===== src/design/vic_regs.vh =====
`ifndef VIC_REGS_VH
`define VIC_REGS_VH

// Register byte offsets on the Avalon-MM slave
`define VIC_OFS_FLAG 5'h00
`define VIC_OFS_MASK 5'h04
`define VIC_OFS_LEVEL 5'h08
`define VIC_OFS_CTRL 5'h0C
`define VIC_OFS_STAT 5'h10

// Reset values
`define VIC_FLAG_RST 19'h0_0000
`define VIC_MASK_RST 19'h7_FFFF
`define VIC_LEVEL_RST 19'h7_FFFF
`define VIC_CTRL_RST 2'h0

// Control register fields
`define VIC_CTRL_GEN_BIT 0
`define VIC_CTRL_WDM_BIT 1

// Status register fields
`define VIC_STAT_VEC_LSB 0
`define VIC_STAT_REQ_BIT 16
`define VIC_STAT_NMI_BIT 17
`define VIC_STAT_BRK_BIT 18
`define VIC_STAT_BUSY_BIT 19
`define VIC_STAT_TOP_LSB 20

// Vector table addresses
`define VIC_VEC_NMI 16'h0004
`define VIC_VEC_BASE 16'h0004
`define VIC_VEC_BRK 16'h003E

// Service stack entry codes
`define VIC_SVC_HIGH 2'h0
`define VIC_SVC_LOW 2'h1
`define VIC_SVC_EXEMPT 2'h2

// Kinds of the request presented to the core
`define VIC_SEL_NONE 2'h0
`define VIC_SEL_NMI 2'h1
`define VIC_SEL_BRK 2'h2
`define VIC_SEL_MASK 2'h3

`endif


===== src/design/priority_picker.v =====
`timescale 1ns/1ps
`default_nettype none

module priority_picker #(
    parameter N = 19,
    parameter W = 5
) (
    // Pending requests, index 0 is strongest
    input wire [N-1:0] req,
    // Result
    output wire any,
    output wire [W-1:0] idx
);

    wire [N:0] found;
    wire [W-1:0] pick [0:N];

    assign found[N] = 1'b0;
    assign pick[N] = {W{1'b0}};

    // Each stage defers to weaker stages only when idle, so lowest index wins
    genvar i;
    generate
        for (i = 0; i < N; i = i + 1) begin : g_scan
            localparam [W-1:0] IDX = i;
            assign found[i] = found[i+1] | req[i];
            assign pick[i] = req[i] ? IDX : pick[i+1];
        end
    endgenerate

    assign any = found[0];
    assign idx = pick[0];

endmodule

`default_nettype wire


===== src/design/service_stack.v =====
`timescale 1ns/1ps
`default_nettype none

module service_stack #(
    parameter DEPTH = 8,
    parameter DW = 2,
    parameter CW = 4
) (
    // Clock and reset
    input wire clk,
    input wire rst,
    // Push on acknowledge, pop on return
    input wire push,
    input wire [DW-1:0] push_code,
    input wire pop,
    // Top of stack
    output wire busy,
    output wire [DW-1:0] top_code,
    output wire [CW-1:0] depth
);

    reg [DW-1:0] entry_ff [0:DEPTH-1];
    reg [CW-1:0] count_ff;
    wire full;

    localparam [CW-1:0] DEPTH_CW = DEPTH;

    assign full = (count_ff == DEPTH_CW);
    assign busy = (count_ff != {CW{1'b0}});
    assign top_code = entry_ff[0];
    assign depth = count_ff;

    // Entry 0 is the newest; deeper nesting than DEPTH drops the oldest
    genvar i;
    generate
        for (i = 0; i < DEPTH; i = i + 1) begin : g_ent
            always @(posedge clk or posedge rst) begin
                if (rst) begin
                    entry_ff[i] <= {DW{1'b0}};
                end else if (push) begin
                    if (i == 0) begin
                        entry_ff[i] <= push_code;
                    end else begin
                        entry_ff[i] <= entry_ff[i-1];
                    end
                end else if (pop) begin
                    if (i == DEPTH - 1) begin
                        entry_ff[i] <= {DW{1'b0}};
                    end else begin
                        entry_ff[i] <= entry_ff[i+1];
                    end
                end
            end
        end
    endgenerate

    // Occupancy count, saturating at both ends
    always @(posedge clk or posedge rst) begin
        if (rst) begin
            count_ff <= {CW{1'b0}};
        end else if (push && !full) begin
            count_ff <= count_ff + {{(CW-1){1'b0}}, 1'b1};
        end else if (pop && !push && busy) begin
            count_ff <= count_ff - {{(CW-1){1'b0}}, 1'b1};
        end
    end

endmodule

`default_nettype wire


===== src/design/vectored_interrupt_controller.v =====
// Overview of operation
// RULE1: Non-maskable request ignores global enable and priority, ranks above all.
// RULE2: A pending non-maskable request raises the standby release output.
// RULE3: In watchdog mode 1 the overflow is the non-maskable source, vector 0004H.
// RULE4: In interval mode the overflow is maskable slot 0, vector 0004H.
// RULE5: Maskable requests are gated by mask bits and split by level bits.
// RULE6: A high-level request may interrupt low-level service; highs may nest. The code blocks every maskable request during high-level service.
// RULE7: Within a level, the lowest default priority number wins, 0 to 18.
// RULE8: A pending unmasked maskable request also raises standby release.
// RULE9: Seven external and thirteen internal maskable request inputs exist.
// RULE10: External pin requests take slots 1 to 7, vectors 0006H to 0012H.
// RULE11: Serial 0 and 1 transfer ends take slots 8, 9, vectors 0014H, 0016H.
// RULE12: Serial 2 reception error takes slot 10, vector 0018H.
// RULE13: Serial 2 reception end and sync end share slot 11, vector 001AH.
// RULE14: Serial 2 transmission end takes slot 12, vector 001CH.
// RULE15: Watch timer interval is an internal maskable source in slot 13.
// RULE16: Timer16 compare matches take slots 14, 15, vectors 0020H, 0022H.
// RULE17: Timer8 counters 1 and 2 take slots 16, 17, vectors 0024H, 0026H.
// RULE18: Conversion end takes lowest slot 18, vector 0028H.
// RULE19: Break instruction raises vector 003EH, ignoring enable and priority.
// RULE20: Flags set on request or write, cleared on acknowledge; reset 0.
// RULE21: Mask bit 0 enables, 1 disables; reset sets all mask bits.
// RULE22: On acknowledge the selected vector table address goes to the core.
// RULE23: Maskable forwarded only with global enable and unblocked level.
`timescale 1ns/1ps
`default_nettype none
`include "vic_regs.vh"

module vectored_interrupt_controller #(
    parameter NSLOT = 19,
    parameter SW = 5,
    parameter STACK_DEPTH = 8
) (
    // Clock and reset
    input wire clk,
    input wire rst,
    // Avalon-MM register slave
    input wire [4:0] avs_address,
    input wire avs_read,
    input wire avs_write,
    input wire [31:0] avs_writedata,
    output wire [31:0] avs_readdata,
    output wire avs_waitrequest,
    // Internal request pulses
    input wire watchdog_overflow_req,
    input wire serial0_done_req,
    input wire serial1_done_req,
    input wire serial2_rx_error_req,
    input wire serial2_rx_done_req,
    input wire serial2_sync_done_req,
    input wire serial2_tx_done_req,
    input wire watch_interval_req,
    input wire timer16_match_a_req,
    input wire timer16_match_b_req,
    input wire timer8_a_match_req,
    input wire timer8_b_match_req,
    input wire conversion_done_req,
    // External pin edge request pulses
    input wire ext_pin_req_0,
    input wire ext_pin_req_1,
    input wire ext_pin_req_2,
    input wire ext_pin_req_3,
    input wire ext_pin_req_4,
    input wire ext_pin_req_5,
    input wire ext_pin_req_6,
    // Processor core side
    input wire break_instruction,
    input wire int_ack,
    input wire int_return,
    output wire int_req,
    output wire [15:0] int_vector,
    output wire standby_release
);

    ////////////////////////////////////////////////////////////////////////
    // State
    reg [NSLOT-1:0] flag_ff;
    reg [NSLOT-1:0] mask_ff;
    reg [NSLOT-1:0] level_ff;
    reg global_enable_flag_ff;
    reg wdt_mode1_ff;
    reg nmi_pend_ff;
    reg brk_pend_ff;
    reg int_req_ff;
    reg [15:0] int_vector_ff;
    reg [1:0] sel_kind_ff;
    reg [SW-1:0] sel_idx_ff;
    reg [1:0] sel_code_ff;
    reg standby_ff;
    reg bus_done_ff;
    reg [31:0] rdata_ff;

    reg [NSLOT-1:0] nxt_flag;
    reg [NSLOT-1:0] nxt_mask;
    reg [NSLOT-1:0] nxt_level;
    reg nxt_gen;
    reg nxt_wdm;
    reg nxt_nmi;
    reg nxt_brk;
    reg nxt_req;
    reg [15:0] nxt_vector;
    reg [1:0] nxt_kind;
    reg [SW-1:0] nxt_idx;
    reg [1:0] nxt_code;
    reg [31:0] nxt_rdata;

    wire [NSLOT-1:0] raw_req;
    wire [NSLOT-1:0] set_vec;
    wire [NSLOT-1:0] live;
    wire [NSLOT-1:0] hi_req;
    wire [NSLOT-1:0] lo_req;
    wire hi_any;
    wire lo_any;
    wire [SW-1:0] hi_idx;
    wire [SW-1:0] lo_idx;
    wire svc_busy;
    wire [1:0] svc_top;
    wire [3:0] svc_depth;
    wire block_hi;
    wire block_lo;
    wire take_ack;
    wire bus_req;
    wire bus_wr;
    wire [NSLOT-1:0] ack_clr;

    ////////////////////////////////////////////////////////////////////////
    // Request slot map
    // RULE9: twenty maskable inputs
    // RULE4: interval overflow in slot 0
    assign raw_req[0] = watchdog_overflow_req & ~wdt_mode1_ff;
    // RULE10: pins in slots 1 to 7
    assign raw_req[1] = ext_pin_req_0;
    assign raw_req[2] = ext_pin_req_1;
    assign raw_req[3] = ext_pin_req_2;
    assign raw_req[4] = ext_pin_req_3;
    assign raw_req[5] = ext_pin_req_4;
    assign raw_req[6] = ext_pin_req_5;
    assign raw_req[7] = ext_pin_req_6;
    // RULE11: serial 0 and 1
    assign raw_req[8] = serial0_done_req;
    assign raw_req[9] = serial1_done_req;
    // RULE12: reception error
    assign raw_req[10] = serial2_rx_error_req;
    // RULE13: two events share one flag
    assign raw_req[11] = serial2_rx_done_req | serial2_sync_done_req;
    // RULE14: transmission end
    assign raw_req[12] = serial2_tx_done_req;
    // RULE15: watch timer interval
    assign raw_req[13] = watch_interval_req;
    // RULE16: timer16 compare matches
    assign raw_req[14] = timer16_match_a_req;
    assign raw_req[15] = timer16_match_b_req;
    // RULE17: timer8 matches
    assign raw_req[16] = timer8_a_match_req;
    assign raw_req[17] = timer8_b_match_req;
    // RULE18: conversion end, weakest
    assign raw_req[18] = conversion_done_req;

    ////////////////////////////////////////////////////////////////////////
    // Arbitration
    // RULE5: mask gating and level split
    assign live = flag_ff & ~mask_ff;
    assign hi_req = live & ~level_ff;
    assign lo_req = live & level_ff;

    // RULE6: high service blocks all, low service blocks only lows
    assign block_hi = svc_busy && (svc_top == `VIC_SVC_HIGH);
    assign block_lo = block_hi || (svc_busy && (svc_top == `VIC_SVC_LOW));

    // RULE7: fixed order within each level
    priority_picker #(
        .N(NSLOT),
        .W(SW)
    ) u_pick_hi (
        .req(hi_req),
        .any(hi_any),
        .idx(hi_idx)
    );

    priority_picker #(
        .N(NSLOT),
        .W(SW)
    ) u_pick_lo (
        .req(lo_req),
        .any(lo_any),
        .idx(lo_idx)
    );

    // The core only acknowledges what is shown; a stray ack is ignored
    assign take_ack = int_ack & int_req_ff;

    // RULE20: acknowledge clears only the slot that was shown
    genvar g;
    generate
        for (g = 0; g < NSLOT; g = g + 1) begin : g_clr
            localparam [SW-1:0] SLOT = g;
            assign ack_clr[g] = take_ack && (sel_kind_ff == `VIC_SEL_MASK) &&
                                (sel_idx_ff == SLOT);
        end
    endgenerate

    // Nesting record of services in progress
    service_stack #(
        .DEPTH(STACK_DEPTH),
        .DW(2),
        .CW(4)
    ) u_stack (
        .clk(clk),
        .rst(rst),
        .push(take_ack),
        .push_code(sel_code_ff),
        .pop(int_return),
        .busy(svc_busy),
        .top_code(svc_top),
        .depth(svc_depth)
    );

    ////////////////////////////////////////////////////////////////////////
    // Avalon-MM: one wait state on every access
    assign bus_req = avs_read | avs_write;
    assign avs_waitrequest = bus_req & ~bus_done_ff;
    assign bus_wr = avs_write & bus_done_ff;
    assign avs_readdata = rdata_ff;

    // Read data is captured during the wait state and held to completion
    always @* begin
        nxt_rdata = 32'h0000_0000;
        case (avs_address)
            `VIC_OFS_FLAG: begin
                nxt_rdata[NSLOT-1:0] = flag_ff;
            end
            `VIC_OFS_MASK: begin
                nxt_rdata[NSLOT-1:0] = mask_ff;
            end
            `VIC_OFS_LEVEL: begin
                nxt_rdata[NSLOT-1:0] = level_ff;
            end
            `VIC_OFS_CTRL: begin
                nxt_rdata[`VIC_CTRL_GEN_BIT] = global_enable_flag_ff;
                nxt_rdata[`VIC_CTRL_WDM_BIT] = wdt_mode1_ff;
            end
            `VIC_OFS_STAT: begin
                nxt_rdata[`VIC_STAT_VEC_LSB+15:`VIC_STAT_VEC_LSB] =
                    int_vector_ff;
                nxt_rdata[`VIC_STAT_REQ_BIT] = int_req_ff;
                nxt_rdata[`VIC_STAT_NMI_BIT] = nmi_pend_ff;
                nxt_rdata[`VIC_STAT_BRK_BIT] = brk_pend_ff;
                nxt_rdata[`VIC_STAT_BUSY_BIT] = svc_busy;
                nxt_rdata[`VIC_STAT_TOP_LSB+1:`VIC_STAT_TOP_LSB] = svc_top;
                nxt_rdata[`VIC_STAT_TOP_LSB+5:`VIC_STAT_TOP_LSB+2] =
                    svc_depth;
            end
            default: begin
                nxt_rdata = 32'h0000_0000;
            end
        endcase
    end

    ////////////////////////////////////////////////////////////////////////
    // Software writes, hardware sets and acknowledge clears
    always @* begin
        nxt_flag = flag_ff;
        nxt_mask = mask_ff;
        nxt_level = level_ff;
        nxt_gen = global_enable_flag_ff;
        nxt_wdm = wdt_mode1_ff;
        nxt_nmi = nmi_pend_ff;
        nxt_brk = brk_pend_ff;
        if (bus_wr) begin
            case (avs_address)
                `VIC_OFS_FLAG: begin
                    nxt_flag = avs_writedata[NSLOT-1:0];
                end
                // RULE21: mask bit 1 disables
                `VIC_OFS_MASK: begin
                    nxt_mask = avs_writedata[NSLOT-1:0];
                end
                `VIC_OFS_LEVEL: begin
                    nxt_level = avs_writedata[NSLOT-1:0];
                end
                `VIC_OFS_CTRL: begin
                    nxt_gen = avs_writedata[`VIC_CTRL_GEN_BIT];
                    nxt_wdm = avs_writedata[`VIC_CTRL_WDM_BIT];
                end
                default: begin
                    nxt_gen = global_enable_flag_ff;
                end
            endcase
        end
        // RULE20: set wins over a clear in the same cycle
        nxt_flag = (nxt_flag & ~ack_clr) | raw_req;
        // Slot 0 cannot hold a request while the watchdog is the NMI
        if (wdt_mode1_ff) begin
            nxt_flag[0] = 1'b0;
        end
        // Servicing any request shuts the gate until software reopens it
        if (take_ack) begin
            nxt_gen = 1'b0;
        end
        // RULE3: overflow in watchdog mode 1 is the non-maskable source
        if (take_ack && (sel_kind_ff == `VIC_SEL_NMI)) begin
            nxt_nmi = 1'b0;
        end
        nxt_nmi = nxt_nmi | (watchdog_overflow_req & wdt_mode1_ff);
        // RULE19: break is latched until the core takes it
        if (take_ack && (sel_kind_ff == `VIC_SEL_BRK)) begin
            nxt_brk = 1'b0;
        end
        nxt_brk = nxt_brk | break_instruction;
    end

    ////////////////////////////////////////////////////////////////////////
    // Selection of the request shown to the core
    always @* begin
        nxt_req = 1'b0;
        nxt_vector = int_vector_ff;
        nxt_kind = `VIC_SEL_NONE;
        nxt_idx = {SW{1'b0}};
        nxt_code = `VIC_SVC_EXEMPT;
        if (int_req_ff && !take_ack) begin
            // Hold the shown request stable until it is taken
            nxt_req = 1'b1;
            nxt_kind = sel_kind_ff;
            nxt_idx = sel_idx_ff;
            nxt_code = sel_code_ff;
        end else if (take_ack) begin
            // One idle cycle lets the cleared flag settle before re-arbitrating
            nxt_req = 1'b0;
        // RULE1: non-maskable ignores enable and nesting, ranks first
        end else if (nmi_pend_ff) begin
            nxt_req = 1'b1;
            nxt_vector = `VIC_VEC_NMI;
            nxt_kind = `VIC_SEL_NMI;
        // RULE19: break ignores enable and nesting
        end else if (brk_pend_ff) begin
            nxt_req = 1'b1;
            nxt_vector = `VIC_VEC_BRK;
            nxt_kind = `VIC_SEL_BRK;
        // RULE23: global enable and level blocking gate maskables
        end else if (global_enable_flag_ff && hi_any && !block_hi) begin
            nxt_req = 1'b1;
            nxt_vector = `VIC_VEC_BASE + {{(15-SW){1'b0}}, hi_idx, 1'b0};
            nxt_kind = `VIC_SEL_MASK;
            nxt_idx = hi_idx;
            nxt_code = `VIC_SVC_HIGH;
        end else if (global_enable_flag_ff && lo_any && !block_lo) begin
            nxt_req = 1'b1;
            nxt_vector = `VIC_VEC_BASE + {{(15-SW){1'b0}}, lo_idx, 1'b0};
            nxt_kind = `VIC_SEL_MASK;
            nxt_idx = lo_idx;
            nxt_code = `VIC_SVC_LOW;
        end
    end

    ////////////////////////////////////////////////////////////////////////
    // Register update
    always @(posedge clk or posedge rst) begin
        if (rst) begin
            // RULE20: flags reset clear
            flag_ff <= `VIC_FLAG_RST;
            // RULE21: all masked at reset
            mask_ff <= `VIC_MASK_RST;
            level_ff <= `VIC_LEVEL_RST;
            global_enable_flag_ff <= 1'b0;
            wdt_mode1_ff <= 1'b0;
            nmi_pend_ff <= 1'b0;
            brk_pend_ff <= 1'b0;
            int_req_ff <= 1'b0;
            int_vector_ff <= 16'h0000;
            sel_kind_ff <= `VIC_SEL_NONE;
            sel_idx_ff <= {SW{1'b0}};
            sel_code_ff <= `VIC_SVC_EXEMPT;
            standby_ff <= 1'b0;
            bus_done_ff <= 1'b0;
            rdata_ff <= 32'h0000_0000;
        end else begin
            flag_ff <= nxt_flag;
            mask_ff <= nxt_mask;
            level_ff <= nxt_level;
            global_enable_flag_ff <= nxt_gen;
            wdt_mode1_ff <= nxt_wdm;
            nmi_pend_ff <= nxt_nmi;
            brk_pend_ff <= nxt_brk;
            // RULE22: vector held with the request
            int_req_ff <= nxt_req;
            int_vector_ff <= nxt_vector;
            sel_kind_ff <= nxt_kind;
            sel_idx_ff <= nxt_idx;
            sel_code_ff <= nxt_code;
            // RULE2: NMI wakes from standby
            // RULE8: unmasked flag wakes regardless of enable
            standby_ff <= nmi_pend_ff | (|live);
            bus_done_ff <= bus_req & ~bus_done_ff;
            if (bus_req && !bus_done_ff) begin
                rdata_ff <= nxt_rdata;
            end
        end
    end

    ////////////////////////////////////////////////////////////////////////
    // Outputs
    assign int_req = int_req_ff;
    assign int_vector = int_vector_ff;
    assign standby_release = standby_ff;

endmodule

`default_nettype wire


===== config.mk =====
export PLATFORM = sky130hd
export DESIGN_NAME = vectored_interrupt_controller
export DESIGN_NICKNAME = d
export VERILOG_FILES = /design/src/design/priority_picker.v /design/src/design/service_stack.v /design/src/design/vectored_interrupt_controller.v
export VERILOG_INCLUDE_DIRS = /design/src /design/src/design
export SDC_FILE = /design/constraint.sdc
export NUM_CORES = 1
export LEC_CHECK = 0
export ABC_AREA = 1
export BUFFER_PORTS_ARGS = -buffer_cell sky130_fd_sc_hd__buf_2
export CAP_MARGIN = 20
export CORE_MARGIN = 3
export CORE_UTILIZATION = 30
export CTS_CLUSTER_SIZE = 12
export DETAILED_ROUTE_END_ITERATION = 10
export GPL_TIMING_DRIVEN = 0
export HOLD_SLACK_MARGIN = 0.08
export PLACE_DENSITY = 0.55
export SKIP_LAST_GASP = 1
export SYNTH_ARGS = -nofsm -noshare
export SYNTH_HDL_FRONTEND = slang
export SYNTH_SLANG_ARGS = --single-unit
export TNS_END_PERCENT = 10

===== constraint.sdc =====
create_clock -name clk -period 3.3 [get_ports clk]
set_clock_uncertainty 0.05 [all_clocks]
set_input_delay 0 -clock clk [delete_from_list [all_inputs] [get_ports clk]]
set_output_delay 0 -clock clk [all_outputs]
set_load 0.03 [all_outputs]

==> results.yml, run 1 <==
global_route:
  grt.total_usage: 0.188
  grt_pass1_wl_um: 34800
  grt_max_degree: 41
  globalRouteOverflowTotal: 0
  first_global_vias: 6199
  antenna_found_initial: 0
cts:
  cts-hold-fix-buffers: 65
  cts-buffers-inserted: 17
  cts_tree: "yes"
  worst_skew_pair.late_latency_ps: 430
  root_buffer: "sky130_fd_sc_hd__clkbuf_16"
  clock_sinks: 125
  postCtsResizedCells: 0
  cts_setup_buffers: 0
  cts-htree-levels: 4
  cts_buffer_depth: 2
  clk_pin_slew_worst_paths_ps: 60
timing:
  max_freq_ghz: 0.325
  grt_setup_unrepaired: "false"
  slew-limit-headroom: 0.476
  fin_setup_tns_ps: 0
  setup-violations-final: 0
  final_critical_path_setup_slack_ps: 226
  finalCritPeriodShare: 0.931
  slew_viol_final: 0
  final_hold_viol_count: 0
  finalCriticalPeriod_ps: 3070
  timing_worst_slew_pin_value_ps: 786
  worst_hold_slack_ps: 113
place:
  numPortBuffers: 85
  dpl.cell_count: 1238
  place.detailed.hpwl_um: 16600
  place_ws_ps: 682
  gp_routability_congestion: 0.917
  place_area_um2: 7700
logic_synthesis:
  synthesis.area_per_instance_um2: 7.96
  synth.area.top_cells: "sky130_fd_sc_hd__dfrtp_1, sky130_fd_sc_hd__dfstp_2, sky130_fd_sc_hd__nand2_1"
  ys_seq_elements: 125
  synth_xor_xnor_area_share: 0.00515
  compound_cell_area_share_of_the_yosys_netlist: 0.167
  syn_inst: 855
  netlist.top_cell.by_area: "sky130_fd_sc_hd__dfrtp_1"
  post-synth-top-count-cell: "sky130_fd_sc_hd__nand2_1"
  synthesis.yosys.warnings: 0
  synth_enable_flop_cells: 0
  synth_top_cells_by_count: "sky130_fd_sc_hd__nand2_1, sky130_fd_sc_hd__inv_1, sky130_fd_sc_hd__dfrtp_1"
  synthArstFlopShare: 1.00
  synth_top_flop_cell: "sky130_fd_sc_hd__dfrtp_1"
  yosysSeqAreaShare: 0.467
  synth_top_family_by_area: "simple AND/OR/NAND/NOR gates"
  distinct_cell_type_count_of_the_synthesized_netlist: 53
  netlist.area_leader.share: 0.316
  synth.cell_area_um2: 6810
  synthMuxAreaShare: 0.00165
  post_synthesis_simple_gate_area_fraction: 0.261
  adder_cell_share_of_the_synthesized_area: 0.00845
setup_path:
  worst_r2r_endpoint: "flag_ff[13]"
  required_ps: 3560
  number_of_cell_instances_on_the_worst_register_to_register_path: 8
  path_class: "in2reg"
  worstPathArrival_ps: 3330
  rr_startpoint: "int_req"
  r2r_setup_slack_ps: 260
  cp-start-kind: "primary input"
  path_max_fanout: 10
  worst_setup_path_end_kind: "register"
floorplan:
  fp.coreArea_um2: 22100
  initial_utilization: 0.308
  floorplan.die_area_um2: 24500
  num_io_pins: 115
  die_boundary_width_um: 157
  floorplan.die.height_um: 157
  placement_rows: 54
run:
  maxCapViolations: 0
cells_and_area:
  antenna-diode-count: 0
  drive_gt1_frac: 0.239
  nets: 1110
  final_cell_count_no_fill: 1335
  area.growth.synth_to_final_pct: 31.5
  final_instance_area_um2: 8950
  fin_util: 0.405
pwr:
  vdd.ir_drop.worst_v: 0.000258
  total_power_consumption_of_the_routed_design_mw: 5.32
  cellPowerDensity_nw_per_um2: 595
  power.static_leakage_nw: 4.20
worst_hold_path:
  hold_path_depth: 8
  hold_end: "avs_readdata[0]"
  hp-start: "avs_address[4]"
  hp-class: "in2reg"
routing:
  number_of_antenna_violating_nets_in_the_routed_design: 0
  dr.pass1.iters: 5
  detailroute.via_count: 6337
  drc: 0
  average_vias_per_placed_instance: 4.75
  wire_per_inst_um: 16.5
  drt-total-wl_um: 22100
  drt_first_iter_violations: 482
status:
  outcome: "finished clean"
-- final cells by class --
class	instances	area [µm²]
buffer	39	208
clock buffer	18	439
clock inverter	14	159
fill	2311	13100
inverter	108	409
multi-input combinational	598	3070
sequential	125	3180
tap	280	350
timing repair buffer	153	1140
-- metal layers --
layer	global-route usage	vias to the layer above	share of wire	wire, µm
li1	-	3125	-	-
met2	0.282	194	0.44	9750
met4	0.0575	0	0.017	372
met3	0.0431	26	0.061	1350
met5	0	-	0	0
met1	0.269	2992	0.48	10600
-- sequential cells by signal, summed over array words and instances (netlist names), 2 cells and up --
register	flops
int_vector	6
sel_idx_ff	5
sel_kind_ff	2
u_stack.entry_ff	14
mask_ff	19
avs_readdata	26
flag_ff	19
level_ff	19
u_stack.top_code	2
u_stack.depth	4
sel_code_ff	2
-- power breakdown --
| part | leakage [nW] | switching [mW] | internal, mW |
|---|---|---|---|
| clock | 0.277 | 0.751 | 1.14 |
| sequential | 1.46 | 0.220 | 1.82 |
| combinational | 2.46 | 0.889 | 0.499 |
| total | 4.20 | 1.86 | 3.46 |
-- cells by family after synthesis --
logic type                 count (synthesis)
AOI/OAI and AO/OA                        176
xor gates and xnor gates                   4
adders and majority gates                  4
buffers and inverters                    147
DFF                                      125
muxes                                      1
other                                      1
and+or+nand+nor                          397
-- worst max-delay path by stage --
stage	from	to	slack, ps
2_1_floorplan	mask_ff[15]	int_vector[4]	1110
3_3_place_gp	u_stack.depth[0]	int_vector[4]	700
3_5_place_dp	u_stack.depth[0]	int_vector[4]	680
4_1_cts	int_req	flag_ff[13]	190
5_1_grt	int_req	flag_ff[13]	20
6_report	avs_address[2]	flag_ff[3]	230
-- worst max-delay path: stages --
cell                            delay, ps
sky130_fd_sc_hd__dlygate4sd3_1        530
sky130_fd_sc_hd__buf_2                150
sky130_fd_sc_hd__nor2_1               150
sky130_fd_sc_hd__nand2_1               70
sky130_fd_sc_hd__nor2_1               270
sky130_fd_sc_hd__inv_1                340
sky130_fd_sc_hd__nor2_2               350
sky130_fd_sc_hd__inv_1                170
sky130_fd_sc_hd__clkbuf_1             370
sky130_fd_sc_hd__o22ai_1              300
sky130_fd_sc_hd__o21bai_1              80
sky130_fd_sc_hd__dlygate4sd3_1        550
-- cell usage in the layout, fill, tap and decap left out, types with 17 or more instances in the layout --
cell type,Yosys,routed
sky130_fd_sc_hd__nand3_1,22,22
sky130_fd_sc_hd__o21ai_0,79,79
sky130_fd_sc_hd__dfrtp_1,86,86
sky130_fd_sc_hd__buf_2,1,86
sky130_fd_sc_hd__nor2_1,59,59
sky130_fd_sc_hd__nand2_1,252,252
sky130_fd_sc_hd__clkbuf_16,0,17
sky130_fd_sc_hd__inv_2,18,18
sky130_fd_sc_hd__clkbuf_1,22,22
sky130_fd_sc_hd__dlygate4sd3_1,0,65
sky130_fd_sc_hd__nand2_2,20,20
sky130_fd_sc_hd__dfstp_2,39,39
sky130_fd_sc_hd__inv_1,89,88
(Power assumes the default switching activity.)
==> inputs of run 2 (changes only) <==
- CELL_PAD_IN_SITES_DETAIL_PLACEMENT: not set -> 1
- CELL_PAD_IN_SITES_GLOBAL_PLACEMENT: not set -> 2
- PLACE_DENSITY: 0.55 -> 0.82
==> run 2 against run 1 <==
Clock power down 4%. Count of clock-buffer cells in the layout up 1. Total power down 0.83%. Cell count down 0.22%. Critical path depth down 1. Sequential power about the same. Fmax down 1.7%. First-iteration DRC count down 44%. Final area down 0.66%. Non-clock buffer count down 3. Wire length up 8.6%. Combinational power about the same. Largest cell class unchanged. Highest routed layer unchanged.
==> results.yml, run 2 (synthesized netlist as in run 1, its figures left out) <==
routing:
  drt_first_iter_violations: 270
  wl_met3_um: 958
  drt-total-wl_um: 24000
  number_of_antenna_violating_nets_in_the_routed_design: 0
  top_layer_used: "met4"
  average_vias_per_placed_instance: 4.81
  detailroute.via_count: 6409
  dr.pass1.iters: 4
  wire_per_inst_um: 18.0
  met2RoutedLength_um: 11300
  routedLengthMet1_um: 11300
  drc: 0
pwr:
  power.net_switching_mw: 1.95
  cellPowerDensity_nw_per_um2: 593
  cellInternalPower_mw: 3.33
  p_sw_frac: 0.369
  power_frac_comb: 0.267
  pwr-share-clk: 0.345
  p_seq_frac: 0.389
  vdd.ir_drop.worst_v: 0.000212
  power.static_leakage_nw: 4.19
global_route:
  first_global_vias: 6818
  grt.total_usage: 0.202
  globalRouteOverflowTotal: 0
  antenna_found_initial: 0
  grt_pass1_wl_um: 37700
  grt_max_degree: 38
status:
  outcome: "finished clean"
cells_and_area:
  antenna-diode-count: 0
  final_cell_mix: "sky130_fd_sc_hd__nand2_1, sky130_fd_sc_hd__inv_1, sky130_fd_sc_hd__buf_2, sky130_fd_sc_hd__dfrtp_1, sky130_fd_sc_hd__o21ai_0"
  most_common_library_cell_in_the_layout_ignoring_fill_and_taps: "sky130_fd_sc_hd__nand2_1"
  nets: 1107
  fillers: 2698
  final_cell_count_no_fill: 1332
  drive_gt1_frac: 0.240
  largest_register_ffs: 26
  final_instance_area_um2: 8890
  area.growth.synth_to_final_pct: 30.6
cts:
  cts_tree: "yes"
  root_buffer: "sky130_fd_sc_hd__clkbuf_16"
  clock_sinks: 125
  cts_setup_buffers: 0
  cts_buffer_depth: 2
  cts-buffers-inserted: 17
  worst_skew_pair.late_latency_ps: 430
  cts-htree-levels: 4
  clk_pin_slew_worst_paths_ps: 70
place:
  dpl.cell_count: 1238
  place.detailed.hpwl_um: 18000
  place_ws_ps: 573
  place_area_um2: 7700
  gp_routability_congestion: 0.856
  numPortBuffers: 85
floorplan:
  floorplan.die_area_um2: 24500
  num_io_pins: 115
  placement_rows: 54
  initial_utilization: 0.308
  die_boundary_width_um: 157
  fp.coreArea_um2: 22100
  floorplan.die.height_um: 157
setup_path:
  worst_r2r_endpoint: "flag_ff[15]"
  required_ps: 3610
  worstPathArrival_ps: 3430
  number_of_cell_instances_on_the_worst_register_to_register_path: 8
  rr_startpoint: "int_req"
  worst_setup_path_end_kind: "register"
  path_max_fanout: 10
  r2r_setup_slack_ps: 280
  path_class: "in2reg"
  cp-start-kind: "primary input"
timing:
  finalCriticalPeriod_ps: 3130
  setup-violations-final: 0
  slew-limit-headroom: 0.453
  fin_setup_tns_ps: 0
  slew_viol_final: 0
  worst_hold_slack_ps: 109
  grt_setup_unrepaired: "true"
  final_hold_viol_count: 0
  final_critical_path_setup_slack_ps: 172
  max_freq_ghz: 0.320
  finalCritPeriodShare: 0.948
  timing_worst_slew_pin_value_ps: 820
worst_hold_path:
  hp-class: "in2async"
run:
  maxCapViolations: 0
[run 2: power by group through the flow]
stage | clock [mW] | sequential (mW) | combinational (mW)
floorplan | 0 | 2.08 | 0.924
global placement | 0 | 2.06 | 1.34
detailed placement | 0 | 2.07 | 1.37
CTS | 1.86 | 2.05 | 1.43
global route | 1.93 | 2.09 | 1.60
finish | 1.82 | 2.05 | 1.41
[run 2: cell type report]
class | instances | area (µm²) | area share
multi-input combinational | 598 | 3080 | 0.346
timing repair buffer | 151 | 1120 | 0.125
clock buffer | 19 | 443 | 0.0498
clock inverter | 13 | 118 | 0.0132
buffer | 38 | 204 | 0.0229
tap | 280 | 350 | 0.0394
sequential | 125 | 3180 | 0.357
inverter | 108 | 409 | 0.0460
[run 2: worst max path at each step]
stage / startpoint / endpoint / slack, ps / cells past startpoint
6_report: avs_address[2] / flag_ff[15] / 170 / 11
5_1_grt: avs_address[2] / flag_ff[1] / -50 / 11
4_1_cts: int_req / flag_ff[12] / 90 / 9
3_5_place_dp: int_req / flag_ff[13] / 570 / 7
3_3_place_gp: int_req / flag_ff[13] / 600 / 7
2_1_floorplan: mask_ff[15] / int_vector[4] / 1110 / 16
[run 2: timing repair]
action | CTS | global route
gates resized for setup | 0 | 1
hold endpoints to repair | 155 | 0
endpoints found under the setup margin | 0 | 9
hold buffers | 63 | 0
[run 2: layer usage]
layer  track usage  vias up
met3        0.0379       27
met2         0.333      134
met4        0.0625        0
met5             0        -
li1              -     3115
met1         0.268     3133
[run 2: worst max-delay path, cell delays in order]
cell and delay (ps):
sky130_fd_sc_hd__dlygate4sd3_1 530, sky130_fd_sc_hd__buf_2 140, sky130_fd_sc_hd__nor2_1 140, sky130_fd_sc_hd__nand2_1 80, sky130_fd_sc_hd__nor2_1 240, sky130_fd_sc_hd__inv_1 280
sky130_fd_sc_hd__nor2_2 390, sky130_fd_sc_hd__clkbuf_1 670, sky130_fd_sc_hd__o22ai_1 230, sky130_fd_sc_hd__o21bai_1 170, sky130_fd_sc_hd__dlygate4sd3_1 570
[run 2: stage by stage]
step,total power [mW],utilization
floorplan,3.00,-
global placement,3.40,0.346
detailed placement,3.44,0.349
CTS,5.34,0.403
global route,5.62,0.403
finish,5.28,0.403
==> inputs of run 3 (changes only) <==
- ABC_AREA: 1 -> not set
- CORE_UTILIZATION: 30 -> 33
==> run 3 against run 2 <==
Cell count is 16% lower. Count of clock-buffer cells in the layout is 5 higher. Area after synthesis is 1.7% higher. Critical path type is now reg2reg. Largest cell class is now multi-input gates.
==> results.yml, run 3 <==
setup_path:
  cp-start-kind: "register"
  worst_setup_path_end_kind: "register"
  worstPathArrival_ps: 3190
  path_class: "reg2reg"
  cpPeakStageDelay_ps: 590
  required_ps: 3560
  timing.critical_path.slowest_stage_cell: "sky130_fd_sc_hd__dfrtp_1"
  crit_path_start: "int_req"
  worst_r2r_endpoint: "flag_ff[0]"
  r2r_setup_slack_ps: 370
  rr_startpoint: "int_req"
  worst_setup_path_endpoint: "flag_ff[0]"
  path_max_fanout: 8
  number_of_cell_instances_on_the_worst_register_to_register_path: 8
  crit_chain: "and2_1 > and3_1 > nor2b_1 > nand2_1 > or3_1 > a21oi_1 > dlygate4sd3_1 > nor2_1"
cts:
  root_buffer: "sky130_fd_sc_hd__clkbuf_16"
  clk_pin_slew_worst_paths_ps: 60
  cts_buffer_depth: 2
  clock_sinks: 125
  cts_tree: "yes"
  cts_setup_buffers: 0
  postCtsResizedCells: 0
  worst_skew_pair.late_latency_ps: 430
  cts-buffers-inserted: 17
  cts-hold-fix-buffers: 63
  cts-htree-levels: 4
cells_and_area:
  final_cell_count_no_fill: 1124
  antenna-diode-count: 0
  fillers: 2318
  largest_register_ffs: 26
  most_common_library_cell_in_the_layout_ignoring_fill_and_taps: "sky130_fd_sc_hd__buf_2"
  drive_gt1_frac: 0.301
  area.growth.synth_to_final_pct: 30.1
  nets: 909
  final_instance_area_um2: 9010
  final_cell_mix: "sky130_fd_sc_hd__buf_2, sky130_fd_sc_hd__dfrtp_1, sky130_fd_sc_hd__nand2_1, sky130_fd_sc_hd__dlygate4sd3_1, sky130_fd_sc_hd__o21ai_0"
logic_synthesis:
  synthesis.yosys.warnings: 0
  netlist.top_cell.by_area: "sky130_fd_sc_hd__dfrtp_1"
  syn_inst: 657
  post-synth-top-count-cell: "sky130_fd_sc_hd__dfrtp_1"
  synth_top_cells_by_count: "sky130_fd_sc_hd__dfrtp_1, sky130_fd_sc_hd__nand2_1, sky130_fd_sc_hd__o21ai_0"
  synth_enable_flop_cells: 0
  distinct_cell_type_count_of_the_synthesized_netlist: 74
  ys_seq_elements: 125
  netlist.area_leader.share: 0.311
  yosysSeqAreaShare: 0.459
  synthArstFlopShare: 1.00
  synth_top_flop_cell: "sky130_fd_sc_hd__dfrtp_1"
  synth.area.top_cells: "sky130_fd_sc_hd__dfrtp_1, sky130_fd_sc_hd__dfstp_2, sky130_fd_sc_hd__mux2_2"
  synthesis.area_per_instance_um2: 10.5
  synth.cell_area_um2: 6920
routing:
  average_vias_per_placed_instance: 5.30
  number_of_antenna_violating_nets_in_the_routed_design: 0
  dr.pass1.iters: 9
  drt_first_iter_violations: 428
  wire_per_inst_um: 20.3
  drc: 0
  detailroute.via_count: 5952
  drt-total-wl_um: 22800
global_route:
  antenna_found_initial: 0
  globalRouteOverflowTotal: 0
  grt.total_usage: 0.208
  grt_pass1_wl_um: 35900
  grt_max_degree: 41
  first_global_vias: 6310
pwr:
  vdd.ir_drop.worst_v: 0.000362
  cellPowerDensity_nw_per_um2: 584
  power.static_leakage_nw: 3.97
timing:
  grt_setup_unrepaired: "false"
  max_freq_ghz: 0.342
  finalCriticalPeriod_ps: 2930
  fin_setup_tns_ps: 0
  timing_worst_slew_pin_value_ps: 893
  slew-limit-headroom: 0.403
  final_critical_path_setup_slack_ps: 372
  slew_viol_final: 0
  finalCritPeriodShare: 0.887
  setup-violations-final: 0
  final_hold_viol_count: 0
floorplan:
  floorplan.die.height_um: 151
  die_boundary_width_um: 151
  floorplan.die_area_um2: 22800
  fp.coreArea_um2: 20400
  initial_utilization: 0.339
  num_io_pins: 115
  placement_rows: 52
place:
  place_area_um2: 7800
  dpl.cell_count: 1029
  place_ws_ps: 400
  place.detailed.hpwl_um: 16400
  numPortBuffers: 83
  gp_routability_congestion: 0.833
status:
  outcome: "finished clean"
worst_hold_path:
  hp-class: "in2async"
run:
  maxCapViolations: 0
## run 3: cell count changes after synthesis, sizes merged, moves of 11 or more
cell	delta
nand2	-200
inv	-95
mux2	+46
nor2	-43
mux2i	+33
o21ai	-24
nor3b	+20
nand2b	+18
a222oi	+17
nand3b	+17
nand3	-13
o22ai	-11
## run 3: final cells by class
| type | instances | area, µm² | area share |
|---|---|---|---|
| buffer | 44 | 234 | 0.0260 |
| clock inverter | 8 | 115 | 0.0128 |
| sequential | 125 | 3180 | 0.353 |
| inverter | 13 | 52.6 | 0.00583 |
| multi-input combinational | 490 | 3520 | 0.391 |
| tap | 270 | 338 | 0.0375 |
| clock buffer | 24 | 462 | 0.0512 |
| timing repair buffer | 150 | 1110 | 0.123 |
## run 3: worst max-delay path, delay by kind of cell (launching register included)
family          cells  cell delay (ps)
simple gates        6             1470
buf+inv             1              570
flops               1              590
compound gates      1              150
## run 3: stage by stage
stage | power, mW | hold WS [ps] | utilization
final | 5.26 | 81.6 | 0.441
after global routing | 5.56 | 110 | 0.441
after CTS | 5.29 | 93.9 | 0.441
after detailed placement | 3.34 | 4.07 | 0.382
after global placement | 3.30 | 151 | 0.379
after floorplan | 2.92 | 44.7 | -
## run 3: worst min-delay path by stage
stage,end,depth (start not counted),slack [ps]
floorplan,int_req,1,40
detailed placement,u_stack.depth[0],2,4
CTS,avs_readdata[24],3,90
finish,avs_readdata[24],3,80
global placement,flag_ff[11],3,150
global route,avs_readdata[24],3,110
## run 3: power breakdown
group | leakage, nW | internal [mW] | switching, mW
Sequential | 1.46 | 1.78 | 0.252
Clock | 0.286 | 1.20 | 0.695
Combinational | 2.23 | 0.554 | 0.780
## run 3: kinds of logic (layout without fill, tap and decap cells)
family / Yosys count / after routing / share of synthesized area
adders and majority gates: 4 / 4 / 0.00831
muxes: 81 / 81 / 0.127
DFF: 125 / 125 / 0.459
other: 1 / 16 / 0.000542
and+or+nand+nor: 232 / 232 / 0.195
xor gates and xnor gates: 4 / 4 / 0.00506
AOI/OAI and AO/OA: 153 / 153 / 0.164
buffers and inverters: 57 / 239 / 0.0408
## run 3: metal layers
| metal | part of all wire | GRT usage | wire [µm] |
|---|---|---|---|
| met1 | 0.45 | 0.268 | 10300 |
| met5 | 0 | 0 | 0 |
| met4 | 0.016 | 0.0653 | 362 |
| met3 | 0.034 | 0.0332 | 788 |
| met2 | 0.50 | 0.358 | 11400 |
